<file path="src/shared/dec_pkg.sv">
// Package of constants and carrier types for the dual edge capture pair.
package dec_pkg;

    localparam int CNT_W = 16;
    localparam int FILT_W = 4;
    localparam logic [1:0] EDGE_RISE = 2'h1;
    localparam logic [1:0] EDGE_FALL = 2'h2;
    localparam logic [15:0] CAPT_RESET = 16'h0000;
    localparam logic [3:0] FILT_RESET = 4'h0;

    typedef struct packed {
        logic extended_features_enable;
        logic pair_dual_capture_enable;
        logic even_mode_select_a;
        logic [1:0] even_edge_select;
        logic [1:0] odd_edge_select;
        logic even_channel_irq_enable;
        logic odd_channel_irq_enable;
        logic [3:0] filter_value;
    } dec_cfg_t;

    typedef struct packed {
        logic arm_set;
        logic arm_clear;
        logic even_flag_clear;
        logic odd_flag_clear;
        logic even_value_read;
    } dec_cmd_t;

    typedef enum logic [1:0] {
        DEC_IDLE = 2'b00,
        DEC_WAIT_FIRST = 2'b01,
        DEC_WAIT_SECOND = 2'b10
    } dec_state_t;

endpackage

</file>
<file path="src/design/dec_capture_pair.sv">
// Dual edge capture logic for one channel pair of a 16-bit timer.
`timescale 1ns/1ps

module dec_capture_pair #(
    parameter int CHANNEL_INDEX = 0,
    parameter int CNT_W = dec_pkg::CNT_W
) (
    input wire logic sys_clk,
    input wire logic rstn,
    input wire logic clk_en,
    input wire dec_pkg::dec_cfg_t cfg,
    input wire dec_pkg::dec_cmd_t cmd,
    input wire logic [CNT_W-1:0] counter_value,
    input wire logic even_input,
    input wire logic odd_input,
    output logic capture_arm,
    output logic dual_mode_active,
    output logic period_measure,
    output logic even_channel_flag,
    output logic odd_channel_flag,
    output logic even_irq,
    output logic odd_irq,
    output logic [CNT_W-1:0] even_capture_value,
    output logic [CNT_W-1:0] odd_capture_value
);

    // Refused at elaboration: the capture registers cannot outgrow a 32-bit counter.
    if (CNT_W < 1 || CNT_W > 32) begin : g_bad_cnt_w
        $error("Counter width out of range.");
    end
    if (CHANNEL_INDEX < 0 || CHANNEL_INDEX > 4 || (CHANNEL_INDEX % 2) != 0) begin : g_bad_index
        $error("Channel index must name an even channel 0..4.");
    end

    localparam bit FILTER_PRESENT = (CHANNEL_INDEX == 0) || (CHANNEL_INDEX == 2);

    logic sync1_reg;
    logic sync2_reg;
    logic filt_level;
    logic filter_on;
    logic pin_level;
    logic in_reg;
    logic in_prev_reg;
    logic rise;
    logic fall;
    logic even_hit;
    logic odd_hit;
    logic even_sel_rise;
    logic even_sel_fall;
    logic odd_sel_rise;
    logic odd_sel_fall;
    logic capture_enable;
    logic take_first;
    logic take_second;
    logic [CNT_W-1:0] even_buf_reg;
    logic [CNT_W-1:0] odd_buf_reg;
    logic even_buf_full_reg;
    logic arm_next;
    dec_pkg::dec_state_t state_reg;
    dec_pkg::dec_state_t state_next;

    // The odd pin is outside this mode entirely.
    logic unused_odd;
    assign unused_odd = odd_input;

    // Mode and measurement kind are plain decodes of the configuration.
    assign dual_mode_active = cfg.extended_features_enable && cfg.pair_dual_capture_enable;
    assign period_measure = (cfg.even_edge_select == cfg.odd_edge_select);

    // Two flops tame the asynchronous pin; only the second one is read by any logic,
    // which costs two cycles of latency on both edges alike.
    always_ff @(posedge sys_clk or negedge rstn) begin
        if (!rstn) begin
            sync1_reg <= 1'b0;
            sync2_reg <= 1'b0;
        end else if (clk_en) begin
            sync1_reg <= even_input;
            sync2_reg <= sync1_reg;
        end
    end

    // Pairs without the filter do not build it; the level passes straight through.
    if (FILTER_PRESENT) begin : g_filter
        logic filt_reg;
        logic [dec_pkg::FILT_W-1:0] filt_cnt_reg;

        // A new level is validated only after it has stood filter_value + 1 cycles.
        always_ff @(posedge sys_clk or negedge rstn) begin
            if (!rstn) begin
                filt_reg <= 1'b0;
                filt_cnt_reg <= dec_pkg::FILT_RESET;
            end else if (clk_en) begin
                if (sync2_reg == filt_reg) begin
                    filt_cnt_reg <= dec_pkg::FILT_RESET;
                end else if (filt_cnt_reg >= cfg.filter_value) begin
                    filt_reg <= sync2_reg;
                    filt_cnt_reg <= dec_pkg::FILT_RESET;
                end else begin
                    filt_cnt_reg <= filt_cnt_reg + 4'h1;
                end
            end
        end

        assign filt_level = filt_reg;
        assign filter_on = (cfg.filter_value != 4'h0);
    end else begin : g_no_filter
        assign filt_level = sync2_reg;
        assign filter_on = 1'b0;
    end

    // A zero filter value bypasses the filter and saves its latency.
    assign pin_level = filter_on ? filt_level : sync2_reg;

    always_ff @(posedge sys_clk or negedge rstn) begin
        if (!rstn) begin
            in_reg <= 1'b0;
            in_prev_reg <= 1'b0;
        end else if (clk_en) begin
            in_reg <= pin_level;
            in_prev_reg <= in_reg;
        end
    end

    // Both edges come from one detector, so a measured width is free of pipeline skew.
    assign rise = in_reg && !in_prev_reg;
    assign fall = !in_reg && in_prev_reg;

    assign even_sel_rise = (cfg.even_edge_select == dec_pkg::EDGE_RISE);
    assign even_sel_fall = (cfg.even_edge_select == dec_pkg::EDGE_FALL);
    assign odd_sel_rise = (cfg.odd_edge_select == dec_pkg::EDGE_RISE);
    assign odd_sel_fall = (cfg.odd_edge_select == dec_pkg::EDGE_FALL);

    // Codes other than rising or falling never match, so they capture nothing.
    assign even_hit = (even_sel_rise && rise) || (even_sel_fall && fall);
    assign odd_hit = (odd_sel_rise && rise) || (odd_sel_fall && fall);

    // The arm bit and the mode gate the taking edge itself, so a disarm in the
    // cycle before an edge cannot let one more capture through.
    assign capture_enable = capture_arm && dual_mode_active;
    assign take_first = capture_enable && (state_reg == dec_pkg::DEC_WAIT_FIRST)
        && even_hit;
    assign take_second = capture_enable && (state_reg == dec_pkg::DEC_WAIT_SECOND)
        && odd_hit && even_channel_flag;

    // Disarming or leaving dual mode drops any half-finished pair at once.
    always_comb begin
        state_next = state_reg;
        case (state_reg)
            dec_pkg::DEC_IDLE: begin
                if (capture_arm && dual_mode_active) begin
                    state_next = dec_pkg::DEC_WAIT_FIRST;
                end
            end
            dec_pkg::DEC_WAIT_FIRST: begin
                if (take_first) begin
                    state_next = dec_pkg::DEC_WAIT_SECOND;
                end
            end
            dec_pkg::DEC_WAIT_SECOND: begin
                if (take_second) begin
                    // One-shot is done; continuous goes for the next pair.
                    state_next = cfg.even_mode_select_a ? dec_pkg::DEC_WAIT_FIRST
                        : dec_pkg::DEC_IDLE;
                end
            end
            default: begin
                state_next = dec_pkg::DEC_IDLE;
            end
        endcase
        if (!capture_arm || !dual_mode_active) begin
            state_next = dec_pkg::DEC_IDLE;
        end
    end

    always_ff @(posedge sys_clk or negedge rstn) begin
        if (!rstn) begin
            state_reg <= dec_pkg::DEC_IDLE;
        end else if (clk_en) begin
            state_reg <= state_next;
        end
    end

    // A clear command outranks a set in the same cycle; a finished one-shot pair
    // disarms too, but continuous mode leaves the bit to software.
    always_comb begin
        arm_next = capture_arm;
        if (cmd.arm_set) begin
            arm_next = 1'b1;
        end
        if (cmd.arm_clear) begin
            arm_next = 1'b0;
        end
        if (take_second && !cfg.even_mode_select_a) begin
            arm_next = 1'b0;
        end
    end

    always_ff @(posedge sys_clk or negedge rstn) begin
        if (!rstn) begin
            capture_arm <= 1'b0;
        end else if (clk_en) begin
            capture_arm <= arm_next;
        end
    end

    // A flag set in the same cycle as its clear stays set, so no captured edge is lost.
    always_ff @(posedge sys_clk or negedge rstn) begin
        if (!rstn) begin
            even_channel_flag <= 1'b0;
        end else if (clk_en) begin
            if (take_first) begin
                even_channel_flag <= 1'b1;
            end else if (cmd.even_flag_clear) begin
                even_channel_flag <= 1'b0;
            end
        end
    end

    always_ff @(posedge sys_clk or negedge rstn) begin
        if (!rstn) begin
            odd_channel_flag <= 1'b0;
        end else if (clk_en) begin
            if (take_second) begin
                odd_channel_flag <= 1'b1;
            end else if (cmd.odd_flag_clear) begin
                odd_channel_flag <= 1'b0;
            end
        end
    end

    // Requests are plain levels: they fall as soon as software clears the flag.
    assign even_irq = even_channel_flag && cfg.even_channel_irq_enable;
    assign odd_irq = odd_channel_flag && cfg.odd_channel_irq_enable;

    // Even captures wait in a buffer that reaches the register at the second edge, so
    // the register always holds a completed pair while the next one is measured.
    always_ff @(posedge sys_clk or negedge rstn) begin
        if (!rstn) begin
            even_buf_reg <= CNT_W'(dec_pkg::CAPT_RESET);
            even_buf_full_reg <= 1'b0;
        end else if (clk_en) begin
            if (take_first) begin
                even_buf_reg <= counter_value;
                even_buf_full_reg <= 1'b1;
            end else if (take_second) begin
                even_buf_full_reg <= 1'b0;
            end
        end
    end

    // The odd capture waits in its own buffer until software reads the even value.
    always_ff @(posedge sys_clk or negedge rstn) begin
        if (!rstn) begin
            odd_buf_reg <= CNT_W'(dec_pkg::CAPT_RESET);
        end else if (clk_en) begin
            if (take_second) begin
                odd_buf_reg <= counter_value;
            end
        end
    end

    // The even register changes only at the second edge, never at the first.
    always_ff @(posedge sys_clk or negedge rstn) begin
        if (!rstn) begin
            even_capture_value <= CNT_W'(dec_pkg::CAPT_RESET);
        end else if (clk_en) begin
            if (take_second && even_buf_full_reg) begin
                even_capture_value <= even_buf_reg;
            end
        end
    end

    // Software must read the even value first; that read releases the matching odd value.
    always_ff @(posedge sys_clk or negedge rstn) begin
        if (!rstn) begin
            odd_capture_value <= CNT_W'(dec_pkg::CAPT_RESET);
        end else if (clk_en) begin
            if (cmd.even_value_read) begin
                odd_capture_value <= odd_buf_reg;
            end
        end
    end

endmodule // dec_capture_pair

</file>
<file path="config.mk">
export PLATFORM = sky130hd
export DESIGN_NAME = dec_capture_pair
export DESIGN_NICKNAME = d
export VERILOG_FILES = /design/src/shared/dec_pkg.sv /design/src/design/dec_capture_pair.sv
export SDC_FILE = /design/constraint.sdc
export NUM_CORES = 1
export LEC_CHECK = 0
export BUFFER_PORTS_ARGS = -buffer_cell sky130_fd_sc_hd__buf_2
export CORE_MARGIN = 2
export CORE_UTILIZATION = 31
export CTS_CLUSTER_SIZE = 28
export DETAILED_ROUTE_END_ITERATION = 8
export PLACE_DENSITY = 0.51
export REMOVE_ABC_BUFFERS = 1
export SLEW_MARGIN = 10
export SYNTH_ARGS = -nofsm -noshare
export SYNTH_HDL_FRONTEND = slang
export SYNTH_SLANG_ARGS = --single-unit
export TNS_END_PERCENT = 10
</file>
<file path="constraint.sdc">
create_clock -name sys_clk -period 3.9 [get_ports sys_clk]
set_input_delay 1.17 -clock sys_clk [delete_from_list [all_inputs] [get_ports sys_clk]]
set_output_delay 1.17 -clock sys_clk [all_outputs]
set_load 0.1 [all_outputs]
</file>
==> reports/results.tsv, run 1 <==
metric	value	unit
status	finished clean	
# fillers	1058	
Slew @ Worst Pin	1.001	ns
worst setup path class	input pin to output pin	
worst-path fanout max	3	
Clock Skew	0.005689	ns
min-delay worst type	flop to flop	
crit path cell chain	buf_2, xor2_1, nor2_1, buf_2	
Worst-Skew Late Latency	0.34	ns
Max stage delay on crit path	0.42	ns
drt total wl	6699	um
Syn Area/Cell	15.08	sq um
Post-synth EDFFs	0	
Placed Cells	437	
CTS Root Cell	clkbuf_8	
Worst setup EP type	output pin	
unrepaired setup endpoints after global routing	no	
Total GRT Usage	0.1241	
Post-DP HPWL	4364	um
share of synthesized registers carrying an async set or reset	1.000	
GPL Wtd Cong	0.7107	
Max clock buf depth	2	
PD cells	413.0	mW/mm^2
starting density of the core	0.3171	
critical path's slowest cell	buf_2	
multi-input logic area	0.001353	sq mm
post-route ant nets	0	
number of hold-repair buffers added at the cts stage	0	
Max Clk Rate	321.2	MHz
cells after synthesis	227	
Critical Path RT	2.73	ns
vias per inst	4.553	
via count	2058	
Die Y	109.1	um
Leak	2.233	nW
initial antenna violation count	0	
CTS HTree Levels	3	
Place WS	0.7153	ns
max-slew violations	0	
Critical Path Most Common Cell	buf_2	
nets	352	
Setup-failing EPs final	0	
Yosys cell types	37	
postcts setup bufs	0	
total congestion overflow	0	
hold_ws	0.4955	ns
reg2reg path depth	4	
first-pass GRT wire length	11150	um
drt wl/cell	14.82	um
largest net degree at the start of global routing	80	
warnings from Yosys	0	
final hold violation count	0	
vias in the first global route	2231	
WHS Path Cells	1	
Post-Layout Cell Count	452	
FF-to-FF End	even_capture_value[5]$_DFFE_PN0P_	
post-route core utilization	0.3813	
DRC viols	0	
CP startpoint	cfg[8]	
register area	0.001977	sq mm
Slew headroom	0.3327	
final period utilization	0.7983	
VDD IR max	0.0001579	V
share of cells above drive strength 1	0.5288	
max capacitance violation total	0	
ant diodes	0	
Layout area overhead	20.26	%
die outline width	109.1	um
post-CTS sizing	0	
drt first-iter violations	37	
Die ar.	0.01190	sq mm
CTS tree	built	
clock slew at reported path FFs	0.08	ns
setup TNS	0	ns
CTS buffer count	9	
Hold Startpoint	even_buf_reg[15]$_DFFE_PN0P_	
Mapped Area	0.003422	sq mm
worst path bufs/invs	2	
r2r startpoint	in_reg$_DFFE_PN0P_	
drt first pass iters	4	
register area share after synthesis	0.5777	
WHS Endpoint	even_buf_reg[15]$_DFFE_PN0P_	
Placeable Area	0.01079	sq mm
I/O pins	78	
R2R setup slack	1.74	ns
CP startpoint kind	input pin	
clk sinks	79	
port bufs	76	
final worst slack	0.7865	ns
Core Rows	38	
Top FF cell, synth	dfrtp_1	
delay-heaviest family, CP	buffers and inverters	
fin crit period	3.113	ns
Yosys reg bits	79	
Worst EP arrival	1.94	ns
==> per-stage QoR <==
step	power, mW	instance area, sq um
after CTS	1.732	4115
final	1.700	4115
after floorplan	1.052	3363
after global placement	1.121	3929
after global routing	1.791	4115
after detailed placement	1.126	3929
==> final cells by class <==
class | instances | share of cell area
Clock inverter | 6 | 0.01520
Sequential cell | 79 | 0.4804
Tap cell | 140 | 0.04257
Inverter | 9 | 0.008209
Timing Repair Buffer | 77 | 0.09486
Multi-Input combinational cell | 132 | 0.3287
Clock buffer | 9 | 0.03010
==> placed cells by master, fill, tap and decap left out, types with 2 or more instances in the layout <==
| cell type | instances |
|---|---|
| o21ai_0 | 2 |
| inv_1 | 9 |
| ha_1 | 5 |
| buf_4 | 2 |
| xor2_1 | 3 |
| and2_1 | 4 |
| clkinv_2 | 2 |
| clkbuf_8 | 9 |
| o21a_1 | 2 |
| a21oi_1 | 4 |
| dfrtp_1 | 79 |
| nor2_1 | 4 |
| o211ai_1 | 2 |
| nand2_1 | 9 |
| and4bb_1 | 3 |
| nor4_1 | 3 |
| o311ai_1 | 2 |
| nand3_1 | 2 |
| and3_1 | 2 |
| mux2_4 | 23 |
| buf_2 | 75 |
| nor3_1 | 2 |
| mux2i_1 | 2 |
| mux2_2 | 44 |
| clkinvlp_4 | 3 |
==> where the power goes <==
group	leakage (nW)	switching [mW]	internal [mW]
registers	1.08	0.0345	0.859
logic	1.07	0.120	0.0933
clock network	0.0871	0.303	0.290
total	2.23	0.457	1.24
==> worst register-to-register path, cell delays in order, from the launching register on <==
cell and delay, ns:
dfrtp_1 0.42, and4bb_1 0.33, o2111a_2 0.44, nand2_2 0.43
mux2_4 0.43
==> worst max-delay path by stage <==
| stage | end | slack, ns | depth (start not counted) |
|---|---|---|---|
| after floorplan | period_measure | 0.15 | 2 |
| after global placement | even_capture_value[10]$_DFFE_PN0P_ | 0.72 | 5 |
| after detailed placement | even_capture_value[5]$_DFFE_PN0P_ | 0.72 | 5 |
| after CTS | period_measure | 0.78 | 4 |
| after global routing | period_measure | 0.72 | 4 |
| final | period_measure | 0.79 | 4 |
==> layer usage <==
layer / part of all wire / vias up / GRT usage
li1: - / 974 / -
met1: 0.47 / 1026 / 0.1613
met2: 0.45 / 52 / 0.1894
met3: 0.068 / 6 / 0.04124
met4: 0.012 / 0 / 0.05220
met5: 0 / - / 0
==> synth_stat cells, types with 3 or more instances <==
cell / count / area, sq um
mux2_4: 23 / 345.3
ha_1: 5 / 62.56
xor2_1: 3 / 26.28
nand2_1: 9 / 33.78
buf_6: 4 / 45.04
mux2_2: 44 / 495.5
inv_1: 9 / 33.78
and4bb_1: 3 / 37.54
a21oi_1: 4 / 20.02
dfrtp_1: 79 / 1977
nor4_1: 3 / 18.77
nor2_1: 4 / 15.01
and2_1: 4 / 25.02
==> logic make-up after synthesis <==
logic type	after synthesis	share of synthesized area
xor gates and xnor gates	3	0.007680
muxes	70	0.2548
DFF	79	0.5777
adders and majority gates	5	0.01828
AOI/OAI and AO/OA	21	0.05777
buffers and inverters	16	0.02705
and+or+nand+nor	33	0.05667
(Power assumes the default switching activity.)
==> inputs of run 2 (changes only) <==
==> constraint.sdc (replaced) <==
create_clock -name sys_clk -period 3.05 [get_ports sys_clk]
set_input_delay 0.915 -clock sys_clk [delete_from_list [all_inputs] [get_ports sys_clk]]
set_output_delay 0.915 -clock sys_clk [all_outputs]
set_load 0.1 [all_outputs]
==> reports/results.tsv, run 2 (synthesis results as in run 1) <==
metric	value	unit
final hold violation count	0	
postcts setup bufs	0	
Total GRT Usage	0.1269	
post-route core utilization	0.3881	
first-pass GRT wire length	11240	um
Slew @ Worst Pin	0.6294	ns
worst setup path class	input pin to output pin	
Max stage delay on crit path	0.42	ns
starting density of the core	0.3171	
Leak	2.276	nW
Layout area overhead	22.41	%
vias per inst	4.570	
final period utilization	0.8536	
unrepaired setup endpoints after global routing	no	
ant diodes	0	
port bufs	76	
total congestion overflow	0	
Clock Skew	0.009667	ns
most frequent cells in the layout	79 x dfrtp_1, 75 x buf_2, 44 x mux2_2	
drt first-iter violations	50	
VDD IR max	0.0003086	V
Placeable Area	0.01079	sq mm
Max Clk Rate	384.1	MHz
Critical Path Most Common Cell	buf_2	
Max clock buf depth	2	
drt wl/cell	15.04	um
share of cells above drive strength 1	0.5348	
post-route ant nets	0	
drt first pass iters	4	
PD cells	544.7	mW/mm^2
Worst setup EP type	output pin	
CP startpoint kind	input pin	
min-delay worst type	flop to flop	
drt total wl	6860	um
Die ar.	0.01190	sq mm
Setup-failing EPs final	0	
crit path cell chain	buf_2, xor2_1, nor2_1, buf_2	
Critical Path RT	2.13	ns
multi-input logic area	0.001353	sq mm
Worst EP arrival	1.69	ns
Slew headroom	0.5804	
largest net degree at the start of global routing	50	
max capacitance violation total	0	
die outline width	109.1	um
number of hold-repair buffers added at the cts stage	0	
Post-DP HPWL	4751	um
fin crit period	2.604	ns
Core Rows	38	
leading cell type in the layout, fill and taps excluded	dfrtp_1	
register area	0.001977	sq mm
I/O pins	78	
Placed Cells	441	
CTS tree	built	
worst-path fanout max	3	
initial antenna violation count	0	
DRC viols	0	
vias in the first global route	2223	
Post-Layout Cell Count	456	
Worst-Skew Late Latency	0.35	ns
clock slew at reported path FFs	0.08	ns
GPL Wtd Cong	0.7121	
status	finished clean	
max-slew violations	0	
PnR Total Power	2.282	mW
# fillers	1076	
clk sinks	79	
post-CTS sizing	0	
Die Y	109.1	um
via count	2084	
nets	356	
CTS buffer count	9	
critical path's slowest cell	buf_2	
CTS HTree Levels	3	
CTS Root Cell	clkbuf_8	
[run 2: per-layer routing]
| metal | up-vias | GRT usage | routed length (um) |
|---|---|---|---|
| met5 | - | 0 | 0 |
| met4 | 0 | 0.04487 | 42 |
| met3 | 5 | 0.05439 | 490 |
| met2 | 47 | 0.1961 | 3192 |
| met1 | 1048 | 0.1584 | 3135 |
| li1 | 984 | - | - |
[run 2: worst max-delay path, delay by kind of cell]
kind                      cells  cell delay, ns
xor gates and xnor gates      1            0.15
and+or+nand+nor               1            0.09
buffers and inverters         2            0.53
[run 2: stage by stage]
step / TNS [ns] / cell area, sq um / hold slack, ns / setup slack (ns)
floorplan: -0.1863 / 3363 / 0.4602 / -0.1863
global placement: 0 / 3971 / 0.4729 / 0.4351
detailed placement: 0 / 3971 / 0.4815 / 0.4117
CTS: 0 / 4189 / 0.5010 / 0.4400
global route: 0 / 4189 / 0.5204 / 0.3927
finish: 0 / 4189 / 0.4977 / 0.4464
[run 2: final cells by class]
class | instances | share of cell area
sequential | 79 | 0.4719
multi-input combinational | 132 | 0.3229
clock inverter | 6 | 0.02240
timing repair buffer | 81 | 0.1033
clock buffer | 9 | 0.02957
tap | 140 | 0.04182
inverter | 9 | 0.008065
[run 2: path summary, 6_finish.rpt]
kind | startpoint | end | slack (ns) | cells after the start
worst max-delay path | cfg[8] | period_measure | 0.45 | 4
worst min-delay path | even_buf_reg[15]$_DFFE_PN0P_ | even_buf_reg[15]$_DFFE_PN0P_ | 0.50 | 1
worst max register to register | g_filter.filt_cnt_reg[0]$_DFFE_PN0P_ | g_filter.filt_cnt_reg[3]$_DFFE_PN0P_ | 1.06 | 6
worst min register to register | even_buf_reg[15]$_DFFE_PN0P_ | even_buf_reg[15]$_DFFE_PN0P_ | 0.50 | 1
max in group asynchronous | rstn | in_reg$_DFFE_PN0P_ | 1.84 | 2
min in group asynchronous | rstn | even_buf_reg[7]$_DFFE_PN0P_ | 0.59 | 1
[run 2: power breakdown]
part | total, mW | switching [mW] | internal, mW
clock | 0.860 | 0.397 | 0.464
sequential | 1.14 | 0.0453 | 1.10
combinational | 0.277 | 0.155 | 0.123
==> inputs of run 3 (changes only) <==
==> constraint.sdc (replaced) <==
create_clock -name sys_clk -period 3.05 [get_ports sys_clk]
set_input_delay 0.61 -clock sys_clk [delete_from_list [all_inputs] [get_ports sys_clk]]
set_output_delay 0.61 -clock sys_clk [all_outputs]
set_load 0.1 [all_outputs]
==> reports/results.tsv, run 3 (synthesis results as in run 1) <==
metric	value	unit
vias per inst	4.600	
drt first pass iters	4	
Max clock buf depth	2	
Slew headroom	0.3230	
Switch Pwr	0.6078	mW
worst-path fanout max	17	
final period utilization	0.7063	
R2R setup slack	0.92	ns
final hold violation count	0	
CP startpoint kind	input pin	
Layout area overhead	21.39	%
Leak	2.259	nW
nets	354	
GPL Wtd Cong	0.7355	
starting density of the core	0.3171	
fin crit period	2.154	ns
Clock Skew	0.01509	ns
multi-input logic area	0.001353	sq mm
Critical Path RT	3.27	ns
Core Rows	38	
leading cell type in the layout, fill and taps excluded	dfrtp_1	
Max stage delay on crit path	0.42	ns
Max Clk Rate	464.2	MHz
VDD IR max	0.0002036	V
DRC viols	0	
Post-DP HPWL	4382	um
Reg power frac	0.511	
post-route ant nets	0	
CTS Root Cell	clkbuf_8	
Setup-failing EPs final	0	
max capacitance violation total	0	
status	finished clean	
Die Y	109.1	um
setup TNS	0	ns
min-delay worst type	input pin to async pin	
drt wl/cell	14.50	um
Total GRT Usage	0.1241	
Gate power share	0.122	
Placeable Area	0.01079	sq mm
clk sinks	79	
critical path's slowest cell	nand2_2	
largest net degree at the start of global routing	80	
drt total wl	6598	um
number of hold-repair buffers added at the cts stage	0	
Die ar.	0.01190	sq mm
Power Internal	1.631	mW
Worst EP arrival	2.37	ns
final worst slack	0.8958	ns
via count	2093	
clock slew at reported path FFs	0.09	ns
CTS HTree Levels	3	
# fillers	1083	
post-CTS sizing	0	
PnR Total Power	2.239	mW
Worst setup EP type	flop	
share of cells above drive strength 1	0.5333	
worst setup path class	input pin to flop	
crit path cell chain	buf_2, and2_1, o2111a_2, nand2_2, mux2_4	
register area	0.001977	sq mm
Slew @ Worst Pin	1.015	ns
Place WS	0.4771	ns
unrepaired setup endpoints after global routing	no	
max-slew violations	0	
PD cells	539.0	mW/mm^2
Clk pwr share	0.367	
Worst-Skew Late Latency	0.34	ns
postcts setup bufs	0	
ant diodes	0	
most frequent cells in the layout	79 x dfrtp_1, 75 x buf_2, 44 x mux2_2	
CTS buffer count	9	
I/O pins	78	
total congestion overflow	0	
vias in the first global route	2127	
CTS tree	built	
port bufs	76	
drt first-iter violations	55	
first-pass GRT wire length	11070	um
die outline width	109.1	um
sw frac	0.2715	
initial antenna violation count	0	
[run 3: cell types whose count changed in the layout (fill, tap and decap cells not counted)]
cell / change
buf_12: -1
buf_4: -1
bufinv_16: -1
clkbuf_8: +1
clkinv_4: -1
inv_6: +2
[run 3: metal layers]
layer,track usage,part of all wire
met1,0.1672,0.47
met4,0.03571,0.0073
met2,0.1823,0.46
met5,0,0
met3,0.05200,0.068
[run 3: final cells by class]
| class | count | area share |
|---|---|---|
| multi-input cells | 132 | 0.3256 |
| clock inverters | 6 | 0.01747 |
| repair buffers | 79 | 0.09759 |
| clock buffers | 10 | 0.03313 |
| flip-flops and latches | 79 | 0.4759 |
| well taps | 140 | 0.04217 |
| inverters | 9 | 0.008133 |
[run 3: stage by stage]
| stage | cell area [sq um] | hold slack (ns) | utilization | cells |
|---|---|---|---|---|
| 2_1_floorplan | 3363 | 0.3144 | - | 220 |
| 3_3_place_gp | 3944 | 0.4719 | 0.3654 | 439 |
| 3_5_place_dp | 3944 | 0.4875 | 0.3654 | 439 |
| 4_1_cts | 4154 | 0.4170 | 0.3849 | 455 |
| 5_1_grt | 4154 | 0.4336 | 0.3849 | 455 |
| 6_report | 4154 | 0.3873 | 0.3849 | 455 |
[run 3: power by group through the flow]
stage	logic, mW	clock network (mW)	registers, mW
4_1_cts	0.279	0.864	1.14
6_report	0.273	0.823	1.14
2_1_floorplan	0.180	0	1.17
5_1_grt	0.309	0.911	1.16
3_5_place_dp	0.278	0	1.16
3_3_place_gp	0.272	0	1.16
[run 3: final timing paths]
path | startpoint | to | cells past startpoint
max | clk_en | even_capture_value[8]$_DFFE_PN0P_ | 5
min | rstn | even_buf_reg[7]$_DFFE_PN0P_ | 1
max reg2reg | in_prev_reg$_DFFE_PN0P_ | even_capture_value[8]$_DFFE_PN0P_ | 4
min reg2reg | even_buf_reg[9]$_DFFE_PN0P_ | even_capture_value[9]$_DFFE_PN0P_ | 1
max in group asynchronous | rstn | odd_buf_reg[8]$_DFFE_PN0P_ | 1
min in group sys_clk | cmd[3] | capture_arm$_DFFE_PN0P_ | 2
[run 3: critical path, delay by kind of cell]
kind / cells / cell delay, ns
AO/OA/AOI/OAI: 1 / 0.40
multiplexers: 1 / 0.42
buffers and inverters: 1 / 0.31
AND/OR/NAND/NOR: 2 / 0.63
